## config.mk

```make
export PLATFORM = sky130hd
export DESIGN_NAME = pbc_basic_control
export DESIGN_NICKNAME = d
export VERILOG_FILES = /design/src/verilog/pbc_pkg.sv /design/src/verilog/pbc_basic_control.sv
export SDC_FILE = /design/constraint.sdc
export NUM_CORES = 1
export LEC_CHECK = 0
export BUFFER_PORTS_ARGS = -buffer_cell sky130_fd_sc_hd__buf_2
export CORE_ASPECT_RATIO = 1.2
export CORE_MARGIN = 8
export CORE_UTILIZATION = 50
export DETAILED_ROUTE_END_ITERATION = 7
export PLACE_DENSITY = 0.73
export SYNTH_ARGS = -nofsm -noshare
export SYNTH_HDL_FRONTEND = slang
export SYNTH_SLANG_ARGS = --single-unit
```

## constraint.sdc

```tcl
create_clock -name clk -period 3.5 [get_ports clk]
set_input_delay 0.7 -clock clk [delete_from_list [all_inputs] [get_ports clk]]
set_output_delay 0.7 -clock clk [all_outputs]
set_load 0.05 [all_outputs]
```

## src/verilog/pbc_pkg.sv

```systemverilog
// constants for the basic management control register block
package pbc_pkg;
  // management frame layout
  localparam logic [4:0] PBC_REG_ADDR = 5'h00;
  localparam logic [1:0] PBC_OP_READ = 2'h2;
  localparam logic [1:0] PBC_OP_WRITE = 2'h1;
  localparam logic [5:0] PBC_PRE_MIN = 6'h20; // 32 preamble ones
  localparam logic [3:0] PBC_DATA_LAST = 4'hF;
  localparam logic [3:0] PBC_ADDR_LAST = 4'h9;
  localparam logic [4:0] PBC_ISO_STRAP_ADDR = 5'h00;

  // control register field positions
  localparam int PBC_B_SRST = 15;
  localparam int PBC_B_LOOP = 14;
  localparam int PBC_B_SPEED = 13;
  localparam int PBC_B_AUTONEG_HW_ENABLE_PIN = 12;
  localparam int PBC_B_PDOWN = 11;
  localparam int PBC_B_ISO = 10;
  localparam int PBC_B_AN_RST = 9;
  localparam int PBC_B_DUPLEX = 8;
  localparam int PBC_B_COLT = 7;

  // reset values of the stored fields
  localparam logic PBC_RST_AN_BIT = 1'b1;
  localparam logic PBC_RST_DUPLEX = 1'b0;

  // timing
  localparam int PBC_CLK_NS = 50;
  localparam int PBC_SRST_US = 1000; // soft reset about 1 ms
  localparam int PBC_SRST_CYC = (PBC_SRST_US * 1000) / PBC_CLK_NS;
  localparam int PBC_BIT_NS_100 = 10;
  localparam int PBC_BIT_NS_10 = 100;
  localparam int PBC_COL_RISE_BT = 512;
  localparam int PBC_COL_FALL_BT = 4;
  // longest times round down, never below one cycle
  localparam int PBC_COL_RISE_CYC = (PBC_COL_RISE_BT * PBC_BIT_NS_100) / PBC_CLK_NS;
  localparam int PBC_COL_FALL_CYC_10 = (PBC_COL_FALL_BT * PBC_BIT_NS_10) / PBC_CLK_NS;
  localparam logic [1:0] PBC_STRAP_WAIT = 2'h2;

  // management receiver states
  typedef enum logic [2:0] {
    PBC_S_PRE = 3'b000,
    PBC_S_ST = 3'b001,
    PBC_S_OP = 3'b010,
    PBC_S_ADR = 3'b011,
    PBC_S_TA = 3'b100,
    PBC_S_DAT = 3'b101
  } pbc_state_e;
endpackage

```

## src/verilog/pbc_basic_control.sv

```systemverilog
// management control register of the transceiver with its serial management slave
`timescale 1ns/1ns
module pbc_basic_control import pbc_pkg::*; #(
  parameter int SRST_CYCLES = PBC_SRST_CYC
) (
  // clock and reset
  input wire logic clk,
  input wire logic rst,
  // serial management pins
  input wire logic mdc,
  input wire logic mdio_in,
  output logic mdio_out,
  output logic mdio_oe,
  // straps and hardware pins
  input wire logic [4:0] strap_phy_addr,
  input wire logic strap_autoneg,
  input wire logic strap_speed_100,
  input wire logic autoneg_hw_enable_pin,
  // mac side
  input wire logic mii_tx_en,
  output logic mii_col,
  output logic mii_out_en,
  // control towards the rest of the transceiver
  output logic soft_reset_busy,
  output logic autoneg_active,
  output logic autoneg_restart,
  output logic forced_speed_100,
  output logic forced_full_duplex,
  output logic loopback_on,
  output logic power_down,
  output logic pad_force
);
  // refuse a reset length that the 24-bit timer cannot hold
  if (SRST_CYCLES < 1 || SRST_CYCLES > 32'h00FF_FFFF) begin : g_bad_srst
    $error("SRST_CYCLES out of range");
  end
  // input synchronisers; first stage feeds only the second
  logic mdc_s1, mdc_s2, mdc_s3, mdio_s1, mdio_s2, tx_s1, tx_s2, anpin_s1, anpin_s2;
  logic [7:0] strap_s1, strap_s2;
  always_ff @(posedge clk or posedge rst) begin
    if (rst) begin
      mdc_s1 <= 1'b0;
      mdc_s2 <= 1'b0;
      mdc_s3 <= 1'b0;
      mdio_s1 <= 1'b1;
      mdio_s2 <= 1'b1;
      tx_s1 <= 1'b0;
      tx_s2 <= 1'b0;
      anpin_s1 <= 1'b1;
      anpin_s2 <= 1'b1;
      strap_s1 <= 8'h00;
      strap_s2 <= 8'h00;
    end else begin
      mdc_s1 <= mdc;
      mdc_s2 <= mdc_s1;
      mdc_s3 <= mdc_s2;
      mdio_s1 <= mdio_in;
      mdio_s2 <= mdio_s1;
      tx_s1 <= mii_tx_en;
      tx_s2 <= tx_s1;
      anpin_s1 <= autoneg_hw_enable_pin;
      anpin_s2 <= anpin_s1;
      strap_s1 <= {strap_speed_100, strap_autoneg, 1'b0, strap_phy_addr};
      strap_s2 <= strap_s1;
    end
  end
  wire mdc_rise = mdc_s2 & ~mdc_s3;
  // strap capture a few cycles after reset release, once synchronisers hold pin values
  logic [1:0] strap_cnt_reg;
  wire strap_load = (strap_cnt_reg == PBC_STRAP_WAIT);
  always_ff @(posedge clk or posedge rst) begin
    if (rst) begin
      strap_cnt_reg <= 2'h0;
    end else if (strap_cnt_reg != 2'h3) begin
      strap_cnt_reg <= strap_cnt_reg + 2'h1;
    end
  end
  // stored control fields
  logic loop_reg, speed_reg, an_bit_reg, an_written_reg, an_strap_reg, pdown_reg;
  logic iso_reg, duplex_reg, colt_reg, srst_reg, an_rst_reg;
  logic [4:0] phy_addr_reg;
  logic [23:0] srst_cnt_reg;
  logic wr_stb_reg;
  logic [15:0] wr_data_reg;
  // effective negotiation enable: pin low wins, else last write or strap
  wire an_eff = anpin_s2 & (an_written_reg ? an_bit_reg : an_strap_reg);
  // register read image; reserved bits and restart bit read zero
  function automatic logic [15:0] ctl_word(input logic sr, input logic lb, input logic sp, input logic an,
                                            input logic pd, input logic iso, input logic dx, input logic ct);
    logic [15:0] w;
    w = 16'h0000;
    w[PBC_B_SRST] = sr;
    w[PBC_B_LOOP] = lb;
    w[PBC_B_SPEED] = sp;
    w[PBC_B_AUTONEG_HW_ENABLE_PIN] = an;
    w[PBC_B_PDOWN] = pd;
    w[PBC_B_ISO] = iso;
    w[PBC_B_DUPLEX] = dx;
    w[PBC_B_COLT] = ct;
    return w;
  endfunction
  wire [15:0] rd_word = ctl_word(srst_reg, loop_reg, speed_reg, an_written_reg ? an_bit_reg : PBC_RST_AN_BIT,
                                 pdown_reg, iso_reg, duplex_reg, colt_reg);
  // management frame receiver and read driver, alive in every mode
  pbc_state_e st_reg;
  logic [5:0] pre_cnt_reg;
  logic [3:0] bit_cnt_reg;
  logic [15:0] sh_reg;
  logic rd_op_reg, hit_reg;
  always_ff @(posedge clk or posedge rst) begin
    if (rst) begin
      st_reg <= PBC_S_PRE;
      pre_cnt_reg <= 6'h00;
      bit_cnt_reg <= 4'h0;
      sh_reg <= 16'h0000;
      rd_op_reg <= 1'b0;
      hit_reg <= 1'b0;
      mdio_out <= 1'b0;
      mdio_oe <= 1'b0;
      wr_stb_reg <= 1'b0;
      wr_data_reg <= 16'h0000;
    end else begin
      wr_stb_reg <= 1'b0;
      if (mdc_rise) begin
        case (st_reg)
          PBC_S_PRE: begin
            if (mdio_s2) begin
              if (pre_cnt_reg != PBC_PRE_MIN) begin
                pre_cnt_reg <= pre_cnt_reg + 6'h01;
              end
            end else begin
              pre_cnt_reg <= 6'h00;
              if (pre_cnt_reg == PBC_PRE_MIN) begin
                st_reg <= PBC_S_ST;
              end
            end
          end
          PBC_S_ST: begin
            bit_cnt_reg <= 4'h0;
            st_reg <= mdio_s2 ? PBC_S_OP : PBC_S_PRE;
          end
          PBC_S_OP: begin
            sh_reg <= {sh_reg[14:0], mdio_s2};
            if (bit_cnt_reg == 4'h1) begin
              bit_cnt_reg <= 4'h0;
              rd_op_reg <= ({sh_reg[0], mdio_s2} == PBC_OP_READ);
              if ({sh_reg[0], mdio_s2} == PBC_OP_READ || {sh_reg[0], mdio_s2} == PBC_OP_WRITE) begin
                st_reg <= PBC_S_ADR;
              end else begin
                st_reg <= PBC_S_PRE;
              end
            end else begin
              bit_cnt_reg <= 4'h1;
            end
          end
          PBC_S_ADR: begin
            sh_reg <= {sh_reg[14:0], mdio_s2};
            bit_cnt_reg <= bit_cnt_reg + 4'h1;
            if (bit_cnt_reg == PBC_ADDR_LAST) begin
              bit_cnt_reg <= 4'h0;
              hit_reg <= (sh_reg[8:4] == phy_addr_reg);
              st_reg <= PBC_S_TA;
            end
          end
          PBC_S_TA: begin
            if (bit_cnt_reg == 4'h0) begin
              bit_cnt_reg <= 4'h1;
              mdio_out <= 1'b0;
              mdio_oe <= rd_op_reg & hit_reg;
            end else begin
              bit_cnt_reg <= 4'h0;
              st_reg <= PBC_S_DAT;
              // only address zero is mapped here, others read zero
              sh_reg <= (sh_reg[4:0] == PBC_REG_ADDR) ? {rd_word[14:0], 1'b0} : 16'h0000;
              mdio_out <= (sh_reg[4:0] == PBC_REG_ADDR) ? rd_word[15] : 1'b0;
              hit_reg <= hit_reg & (sh_reg[4:0] == PBC_REG_ADDR);
            end
          end
          PBC_S_DAT: begin
            bit_cnt_reg <= bit_cnt_reg + 4'h1;
            if (rd_op_reg) begin
              mdio_out <= sh_reg[15];
              sh_reg <= {sh_reg[14:0], 1'b0};
            end else begin
              sh_reg <= {sh_reg[14:0], mdio_s2};
            end
            if (bit_cnt_reg == PBC_DATA_LAST) begin
              mdio_oe <= 1'b0;
              mdio_out <= 1'b0;
              st_reg <= PBC_S_PRE;
              pre_cnt_reg <= 6'h00;
              wr_stb_reg <= ~rd_op_reg & hit_reg;
              wr_data_reg <= {sh_reg[14:0], mdio_s2};
            end
          end
          default: begin
            st_reg <= PBC_S_PRE;
            mdio_oe <= 1'b0;
          end
        endcase
      end
    end
  end
  // soft reset timer; a second write of one while busy is ignored
  wire srst_start = wr_stb_reg & ~srst_reg & wr_data_reg[PBC_B_SRST];
  always_ff @(posedge clk or posedge rst) begin
    if (rst) begin
      srst_reg <= 1'b0;
      srst_cnt_reg <= 24'h000000;
    end else if (srst_start) begin
      srst_reg <= 1'b1;
      srst_cnt_reg <= 24'(SRST_CYCLES - 1);
    end else if (srst_reg) begin
      if (srst_cnt_reg == 24'h000000) begin
        srst_reg <= 1'b0;
      end else begin
        srst_cnt_reg <= srst_cnt_reg - 24'h000001;
      end
    end
  end
  // control field writes; straps are not reloaded by soft reset
  wire wr_ok = wr_stb_reg & ~srst_reg & ~wr_data_reg[PBC_B_SRST];
  always_ff @(posedge clk or posedge rst) begin
    if (rst) begin
      loop_reg <= 1'b0;
      speed_reg <= 1'b0;
      an_bit_reg <= PBC_RST_AN_BIT;
      an_written_reg <= 1'b0;
      an_strap_reg <= 1'b0;
      pdown_reg <= 1'b0;
      iso_reg <= 1'b0;
      duplex_reg <= PBC_RST_DUPLEX;
      colt_reg <= 1'b0;
      phy_addr_reg <= 5'h00;
      an_rst_reg <= 1'b0;
    end else begin
      an_rst_reg <= 1'b0;
      if (strap_load) begin
        phy_addr_reg <= strap_s2[4:0];
        an_strap_reg <= strap_s2[6];
        speed_reg <= strap_s2[7];
        iso_reg <= (strap_s2[4:0] == PBC_ISO_STRAP_ADDR);
      end else if (srst_start) begin
        // soft reset returns the runtime modes to normal operation
        loop_reg <= 1'b0;
        pdown_reg <= 1'b0;
        iso_reg <= 1'b0;
        duplex_reg <= PBC_RST_DUPLEX;
        colt_reg <= 1'b0;
      end else if (wr_ok) begin
        loop_reg <= wr_data_reg[PBC_B_LOOP];
        speed_reg <= wr_data_reg[PBC_B_SPEED];
        if (anpin_s2) begin
          an_bit_reg <= wr_data_reg[PBC_B_AUTONEG_HW_ENABLE_PIN];
          an_written_reg <= 1'b1;
        end
        pdown_reg <= wr_data_reg[PBC_B_PDOWN];
        iso_reg <= wr_data_reg[PBC_B_ISO];
        an_rst_reg <= wr_data_reg[PBC_B_AN_RST] & an_eff;
        duplex_reg <= wr_data_reg[PBC_B_DUPLEX];
        colt_reg <= wr_data_reg[PBC_B_COLT];
      end
    end
  end
  // registered mode outputs for the rest of the transceiver
  always_ff @(posedge clk or posedge rst) begin
    if (rst) begin
      soft_reset_busy <= 1'b0;
      autoneg_active <= 1'b0;
      autoneg_restart <= 1'b0;
      forced_speed_100 <= 1'b0;
      forced_full_duplex <= 1'b0;
      loopback_on <= 1'b0;
      power_down <= 1'b0;
      pad_force <= 1'b0;
      mii_out_en <= 1'b0;
    end else begin
      soft_reset_busy <= srst_reg;
      autoneg_active <= an_eff;
      autoneg_restart <= an_rst_reg;
      forced_speed_100 <= ~an_eff & speed_reg;
      forced_full_duplex <= ~an_eff & duplex_reg;
      loopback_on <= loop_reg;
      power_down <= pdown_reg;
      pad_force <= pdown_reg;
      mii_out_en <= ~iso_reg & ~pdown_reg;
    end
  end
  // collision test: synchroniser plus one register, three cycles end to end
  always_ff @(posedge clk or posedge rst) begin
    if (rst) begin
      mii_col <= 1'b0;
    end else begin
      mii_col <= tx_s2 & colt_reg & loop_reg & ~iso_reg;
    end
  end

  localparam int COL_RISE_MAX = PBC_COL_RISE_CYC; // local copy keeps the delay bound a plain constant

  logic [23:0] a_busy_cnt;
  always_ff @(posedge clk or posedge rst) begin
    if (rst) begin
      a_busy_cnt <= 24'h000000;
    end else begin
      a_busy_cnt <= srst_reg ? a_busy_cnt + 24'h000001 : 24'h000000;
    end
  end
endmodule // pbc_basic_control

```

### Word level (Yosys, flattened, before mapping)

Index checks and enable logic that the tools add are counted.

* output and inout bits: 12
* bits of input ports: 13
* register bits after elaboration: 124

* equality and inequality tests: 26
* reductions and logical operators: 30
* add/sub/neg operators: 4
* multiplexer cells: 60
* bitwise gates (word level): 25

Operator list (number)
* two-way mux 24 bit: 3
* case mux 16 bit (3 select lines): 1
* two-way mux 1 bit: 36
* two-way mux 16 bit: 2
* logical NOT 24 bit: 1
* subtractor 24 x 1 -> 24 bit (second input constant): 1
* != test 2 bit (second input constant): 10
* case mux 4 bit (5 select lines): 1
* two-way mux 3 bit: 6
* two-way mux 6 bit: 3
* case mux 3 bit (6 select lines): 1
* AND reduction 4 bit: 4
* bitwise AND 1 bit: 15
* case mux 6 bit (2 select lines): 1
* AND reduction 3 bit: 4
* nonzero test 2 bit: 6
* logical NOT 5 bit: 2
* inverter 1 bit: 10
* equality test 4 bit (second input constant): 2
* AND reduction 2 bit: 4
* AND reduction 7 bit: 1
* adder 6 x 1 -> 6 bit (second input constant): 1
* equality test 3 x 2 -> 1 bit (second input constant): 2
* equality test 3 bit (second input constant): 2
* other kinds (21): 26

### Logic depth before layout (Yosys ltp)

Gate-level depths: netlist (run 1).

* word-level depth: 6
* depth in mapped cells: 8

### Worst setup path before layout (run 1)

OpenSTA, ideal clock, no wires.

* kind: reg-to-reg
* start: register srst_cnt_reg[0]
* end: register srst_cnt_reg[10]
* arrival time: 1.963 ns
* cell stages (with the launch flop): 8
* path slack: 1.406 ns
* buffers on the path: 0
* cells stage by stage: dfrtp_1 -> inv_1 -> ha_1 -> nor4b_1 -> nand4_1 -> nor2_8 -> nor4_1 -> or3_1

* longest elaborated chain between the ends: 4
* elaborated cells on any way between the ends: 7
* those cells by class: add/sub: 1; eq/ne: 1; mux: 3; reduce/logical: 2

Ends and longest elaborated chain
* from (decl): line pbc_basic_control.sv:82 `logic [23:0] srst_cnt_reg;`
* from (signal assigned): line pbc_basic_control.sv:212 `srst_cnt_reg <= 24'(SRST_CYCLES - 1);`
* from (signal assigned): line pbc_basic_control.sv:217 `srst_cnt_reg <= srst_cnt_reg - 24'h000001;`
* subtractor 24 x 1 -> 24 bit: line pbc_basic_control.sv:217
* two-way mux 24 bit: line pbc_basic_control.sv:214 `if (srst_cnt_reg == 24'h000000) begin`
* two-way mux 24 bit: line pbc_basic_control.sv:213 `end else if (srst_reg) begin`
* two-way mux 24 bit: line pbc_basic_control.sv:210 `end else if (srst_start) begin`

Parallel ways exist; a longest one is shown, timed or not. The select of a mux whose other input is x is not followed.
A chain may end at the register's enable or synchronous reset.

### Worst setup path after layout (run 1)

* start: register srst_cnt_reg[0]
* end: register srst_cnt_reg[9]

Same word-level chain as after synthesis.

==> summary.md, run 1 <==
| Metric | Value |
|---|---|
| First-pass GRT wire length | 17200 um |
| R2r startpoint | srst_cnt_reg[0] |
| P&R area growth vs syn | 16.4% |
| Synth Register Bits | 117 |
| Peak Freq | 390 MHz |
| PortBufs | 24 |
| Ant diodes | 0 |
| Chip width | 109 um |
| Syn Area/Cell | 11.0 um^2 |
| Die area | 13800 um^2 |
| Finished Layout Cells | 634 |
| Clk_skew | 0.00339 ns |
| Leak | 0.00279 uW |
| Fin crit share | 0.733 |
| Syn nets | 489 |
| Final hold vios | 0 |
| Drc violations | 0 |
| Inserted Clock Buffers | 17 |
| DRT Pass-1 Iters | 4 |
| Setup crit end kind | register |
| Slew of the pin with the lowest slew margin | 0.801 ns |
| Post-DP HPWL | 6720 um |
| Register area share after synthesis | 0.571 |
| Worst min path class | in2async |
| RSZ-0062 raised after global routing | no |
| Clk_lat worst skew | 0.41 ns |
| # resized after CTS | 0 |
| Reg2reg end | srst_cnt_reg[9] |
| Core ar. | 10000 um^2 |
| Cells after synthesis | 466 |
| Ys async rst share | 1.00 |
| H-tree depth | 4 |
| Fillers | 835 |
| Most common cell after layout, fill and taps aside | dfrtp_1 |
| Post-DRT Antenna Nets | 0 |
| Placed Cells | 602 |
| Drt initial violations | 227 |
| Worst setup path start | srst_cnt_reg[0] |
| Vias | 3630 |
| Setup tns final | 0 ns |
| Rel. slew slack | 0.463 |
| Most frequent cells in the layout | dfrtp_1, nand2_1, o21ai_0 |
| Total GRT Usage | 0.157 |
| EDFF count, synth | 0 |
| CP Max Fanout | 5 |
| Netlist cell types | 58 |
| Worst path cell trace | inv_1, ha_1, nor4b_1, nand4_1, o21bai_2, or4_1, nand3_1 |
| Initial core utilization | 0.513 |
| Overall routed net length | 10100 um |
| Top FF cell, synth | dfrtp_1 |
| Number of max-cap violations | 0 |
| Critical Path Source Type | register |
| YS warnings | 0 |
| Longest Clk Path Bufs | 2 |
| Arrival @ worst endpoint | 2.82 ns |
| Worst path slowest cell | nor4b_1 |
| Initial antenna violation count | 0 |
| Critical Path RT | 3.76 ns |
| Grt ovf | 0 |
| Clock slew at reported path FFs | 0.05 ns |
| Final Setup Violations | 0 |
| Clock root cell | clkbuf_16 |
| Tmin final | 2.57 ns |
| TritonCTS Sinks | 117 |
| Kind of critical path | reg2reg |
| Worst path max stage delay | 0.59 ns |
| Gpl congestion | 0.851 |
| Setup bufs post-CTS | 0 |
| Setup WS pre-CTS | 1.02 ns |
| PnR worst setup slack | 0.933 ns |
| Slew Limit Fails | 0 |
| Cts-stage hold buffer count | 0 |
| IO Pins | 25 |
| Die Height | 127 um |
| DR WL/cell | 15.9 um |
| Mapped Area | 5140 um^2 |
| Status | completed |
| NumNets Final | 518 |
| Layout Utilization | 0.598 |
| IR drop worst, VDD | 0.330 mV |
| Via-to-Cell Ratio | 5.73 |
| Vias in the first global route | 3588 |
| CTS tree | done |
| PwrDens | 533 nW/um^2 |
| Layout cells sized above 1 | 0.187 |
| Cells on worst reg2reg path | 7 |
| Largest net degree at the start of global routing | 73 |
| Flop2flop setup slack | 0.93 ns |
| Max reg flops | 24 |
| FP Rows | 40 |
==> synth_stat cells (all sizes together) (7+ instances only) <==
cell	n	share of area
nand2	45	0.033
xnor2	10	0.017
nand2b	10	0.012
inv	17	0.012
a21oi	16	0.016
nand4	7	0.0085
ha	10	0.024
nor2	27	0.023
or3	8	0.0097
nor4	9	0.012
clkbuf	15	0.011
nand3	8	0.0078
nor3	12	0.013
mux2	19	0.042
dfrtp	112	0.55
and3	10	0.012
o21ai	45	0.045
a22o	9	0.015
==> report_power, final <==
group          switching [uW]  total (uW)  internal [uW]
clock network             592        1720           1120
registers                13.6        1390           1380
logic                    51.1        75.7           24.6
total                     657        3190           2530
==> stage by stage <==
stage / cell area [um^2] / hold WS, ns / power (uW)
floorplan: 5140 / 0.331 / 1470
finish: 5980 / 0.296 / 3190
global placement: 5380 / 0.333 / 1490
global route: 5980 / 0.317 / 3300
CTS: 5980 / 0.295 / 3220
detailed placement: 5380 / 0.335 / 1490
==> worst max path at each step <==
stage	to	cells past startpoint
finish	srst_cnt_reg[9]	7
global route	srst_cnt_reg[20]	7
CTS	srst_cnt_reg[9]	7
detailed placement	srst_cnt_reg[9]	7
global placement	srst_cnt_reg[10]	7
floorplan	an_rst_reg	1
==> worst max-delay path, delay by kind of cell, from the launching register on <==
family	cells	cell delay, ns
adders and majority gates	1	0.19
AOI/OAI and AO/OA	1	0.38
buffers and inverters	1	0.12
DFF	1	0.40
and+or+nand+nor	4	1.33
==> area by class of cell <==
type,instances,area (um^2),area share
timing repair buffer,27,155,0.0259
inverter,17,67.6,0.0113
sequential,117,2930,0.490
tap,126,158,0.0263
multi-input combinational,315,2070,0.345
clock buffer,22,484,0.0809
clock inverter,10,119,0.0199
==> routing by layer <==
| layer | vias up | share of wire | GRT usage |
|---|---|---|---|
| met5 | - | 0 | 0 |
| met4 | 0 | 0.020 | 0.0662 |
| met3 | 17 | 0.037 | 0.0493 |
| met2 | 75 | 0.51 | 0.257 |
| met1 | 1814 | 0.43 | 0.185 |
| li1 | 1724 | - | - |
==> kinds of logic (layout without fill, tap and decap cells) <==
| group | Yosys count | after routing | share of synthesized area |
|---|---|---|---|
| muxes | 25 | 25 | 0.0533 |
| and+or+nand+nor | 167 | 167 | 0.178 |
| adders and majority gates | 10 | 10 | 0.0243 |
| buffers and inverters | 34 | 76 | 0.0270 |
| DFF | 117 | 117 | 0.571 |
| xor gates and xnor gates | 16 | 16 | 0.0273 |
| AOI/OAI and AO/OA | 97 | 97 | 0.119 |
Note: power is estimated with default switching activity, not from simulation.
==> run 2: changes to the inputs <==
--- a/config.mk
+++ b/config.mk
@@ -10,7 +10,7 @@
 export CORE_MARGIN = 8
 export CORE_UTILIZATION = 50
 export DETAILED_ROUTE_END_ITERATION = 7
-export PLACE_DENSITY = 0.73
+export PLACE_DENSITY = 0.7
 export SYNTH_ARGS = -nofsm -noshare
 export SYNTH_HDL_FRONTEND = slang
 export SYNTH_SLANG_ARGS = --single-unit
==> constraint.sdc (replaced) <==
create_clock -name clk -period 2.4 [get_ports clk]
set_input_delay 0.48 -clock clk [delete_from_list [all_inputs] [get_ports clk]]
set_output_delay 0.48 -clock clk [all_outputs]
set_load 0.05 [all_outputs]
==> run 2 against run 1 <==
Effect of this change: sequential share of layout area shrank 0.32 points; non-clock buffer count rose by 10; critical path depth shrank 2; fmax is 13% higher; hold slack worse by 0.12 ns; cell area is 0.65% higher; die area unchanged; sequential power rose by 46%; routed wire length fell by 1.5%; final cell count grew 1.6%; highest routed layer unchanged; register-to-register slack got worse by 0.81 ns; critical endpoint is now srst_cnt_reg[10]; combinational power is 41% higher.
==> summary.md, run 2 (synthesized netlist as in run 1, its figures left out) <==
| Metric | Value |
|---|---|
| Tmin final | 2.28 ns (-0.290 ns) |
| Status | completed |
| IO Pins | 25 (unchanged) |
| Critical Path RT | 2.67 ns (-1.09 ns) |
| Fin crit share | 0.949 (+0.215) |
| Vias | 3639 (+0.25%) |
| Arrival @ worst endpoint | 2.55 ns (-0.27 ns) |
| Clk_lat worst skew | 0.40 ns (about the same) |
| Post-DRT Antenna Nets | 0 (unchanged) |
| Final instance area | 6020 um^2 (+0.65%) |
| Most frequent cells in the layout | dfrtp_1, nand2_1, o21ai_0 |
| DR WL met2 | 5240 um (+1.3%) |
| Critical Path Source Type | register |
| Number of max-cap violations | 0 (unchanged) |
| Grt ovf | 0 (unchanged) |
| Ant diodes | 0 (unchanged) |
| Max reg flops | 24 (unchanged) |
| Layout Utilization | 0.602 (+0.00387) |
| TritonCTS Sinks | 117 (unchanged) |
| Overall routed net length | 9930 um (-1.5%) |
| First-pass GRT wire length | 17600 um (+2.3%) |
| Clk_skew | 0.00691 ns (+0.00352 ns) |
| Flop2flop setup slack | 0.12 ns (-0.81 ns) |
| Die Height | 127 um (unchanged) |
| Setup bufs post-CTS | 0 (unchanged) |
| Kind of critical path | reg2reg |
| Worst path slowest cell | or4_4 |
| Largest net degree at the start of global routing | 118 (+62%) |
| Sw frac | 0.220 (+0.0135) |
| Worst min path class | in2reg |
| Drc violations | 0 (unchanged) |
| PwrDens | 746 nW/um^2 (+40%) |
| NumNets Final | 528 (+1.9%) |
| Gpl congestion | 0.886 (+4.1%) |
| DRT Pass-1 Iters | 4 (unchanged) |
| Drt initial violations | 189 (-17%) |
| Met1 Wirelength | 4220 um (-2.7%) |
| H-tree depth | 4 (unchanged) |
| Placed inst area | 5460 um^2 (+1.4%) |
| Clock power share | 0.524 (-0.015) |
| Most common cell after layout, fill and taps aside | dfrtp_1 |
| Worst path max stage delay | 0.58 ns (about the same) |
| Met3 wire length | 309 um (-18%) |
| FP Rows | 40 (unchanged) |
| Post-DP HPWL | 6700 um (-0.35%) |
| Longest Clk Path Bufs | 2 (unchanged) |
| Share of total power in combinational logic | 0.024 (about the same) |
| Cts-stage hold buffer count | 0 (unchanged) |
| CP Max Fanout | 8 (+3) |
| Total power | 4490 uW (+41%) |
| Area of the multi-input gates | 2070 um^2 (unchanged) |
| Int Pwr | 3500 uW (+39%) |
| P&R area growth vs syn | 17.2% |
| Top cell by count, worst path | or3_1 |
| IR drop worst, VDD | 0.566 mV (+72%) |
| P_sw | 986 uW (+50%) |
| Final hold vios | 0 (unchanged) |
| Rel. slew slack | 0.599 (+0.136) |
| RSZ-0062 raised after global routing | no |
| # resized after CTS | 0 (unchanged) |
| PortBufs | 24 (unchanged) |
| Highest routed layer | met4 |
| Clock root cell | clkbuf_16 |
| DR WL/cell | 15.4 um (-3.0%) |
| Setup crit end kind | register |
| Inserted Clock Buffers | 17 (unchanged) |
| Peak Freq | 439 MHz (+13%) |
| Slew Limit Fails | 0 (unchanged) |
| Setup tns final | 0 ns (unchanged) |
| Slew of the pin with the lowest slew margin | 0.601 ns (-0.200 ns) |
| Total GRT Usage | 0.160 (+0.00349) |
| Final Setup Violations | 0 (unchanged) |
| Chip width | 109 um (unchanged) |
| Clock slew at reported path FFs | 0.05 ns (about the same) |
| Sequential share of power | 0.452 (+0.015) |
| Vias in the first global route | 3754 (+4.6%) |
| Sequential cell area | 2930 um^2 (unchanged) |
| Initial antenna violation count | 0 (unchanged) |
| Fillers | 816 (-2.3%) |
| CTS tree | done |
| Worst path cell trace | or4_4, or3_1, nor2_8, nor4_1, or3_1 |
| Layout cells sized above 1 | 0.205 (+0.0176) |
| Initial core utilization | 0.513 (unchanged) |
| Die area | 13800 um^2 (unchanged) |
| Leak | 0.00283 uW (+1.2%) |
| Core ar. | 10000 um^2 (unchanged) |
| Via-to-Cell Ratio | 5.65 (-1.3%) |
-- run 2: cell count changes in the layout (fill, tap and decap cells not counted), sizes merged --
cell,previous run,this run
buf,27,37
bufinv,2,1
clkbuf,22,18
clkinv,3,5
clkinvlp,4,5
inv,18,20
-- run 2: metrics by stage --
step	std cells	setup slack (ns)	hold slack [ns]
detailed placement	612	0.133	0.338
global route	644	0.00890	0.146
CTS	644	0.116	0.154
finish	644	0.123	0.173
global placement	612	0.197	0.334
floorplan	466	0.306	0.331
-- run 2: critical path, delay by kind of cell, from the launching register on --
kind | cells | cell delay (ns)
DFF | 1 | 0.42
and+or+nand+nor | 5 | 1.72
-- run 2: path summary, 6_finish.rpt --
kind / to / start / cells after the start
max reg2reg: srst_cnt_reg[10] / srst_cnt_reg[13] / 5
max in group asynchronous: pre_cnt_reg[2] / rst / 3
max: srst_cnt_reg[10] / srst_cnt_reg[13] / 5
min in group asynchronous: srst_cnt_reg[17] / rst / 3
min: mdio_s1 / mdio_in / 1
min reg2reg: strap_s2[1] / strap_s1[1] / 0
-- run 2: power by group through the flow --
stage          combinational (uW)  clock [uW]  sequential (uW)
2_1_floorplan                69.0           0             2070
5_1_grt                       124        2510             2030
3_3_place_gp                  110           0             2060
6_report                      107        2350             2030
4_1_cts                       112        2410             2030
3_5_place_dp                  112           0             2070
-- run 2: final cells by class --
| class | count | area share |
|---|---|---|
| sequential | 117 | 0.487 |
| multi-input combinational | 315 | 0.343 |
| clock buffer | 18 | 0.0729 |
| timing repair buffer | 37 | 0.0382 |
| tap | 126 | 0.0262 |
| clock inverter | 14 | 0.0212 |
| inverter | 17 | 0.0112 |
-- run 2: layer usage --
layer	up-vias	track usage
met5	-	0
met3	17	0.0493
li1	1742	-
met1	1817	0.188
met4	0	0.0751
met2	63	0.261
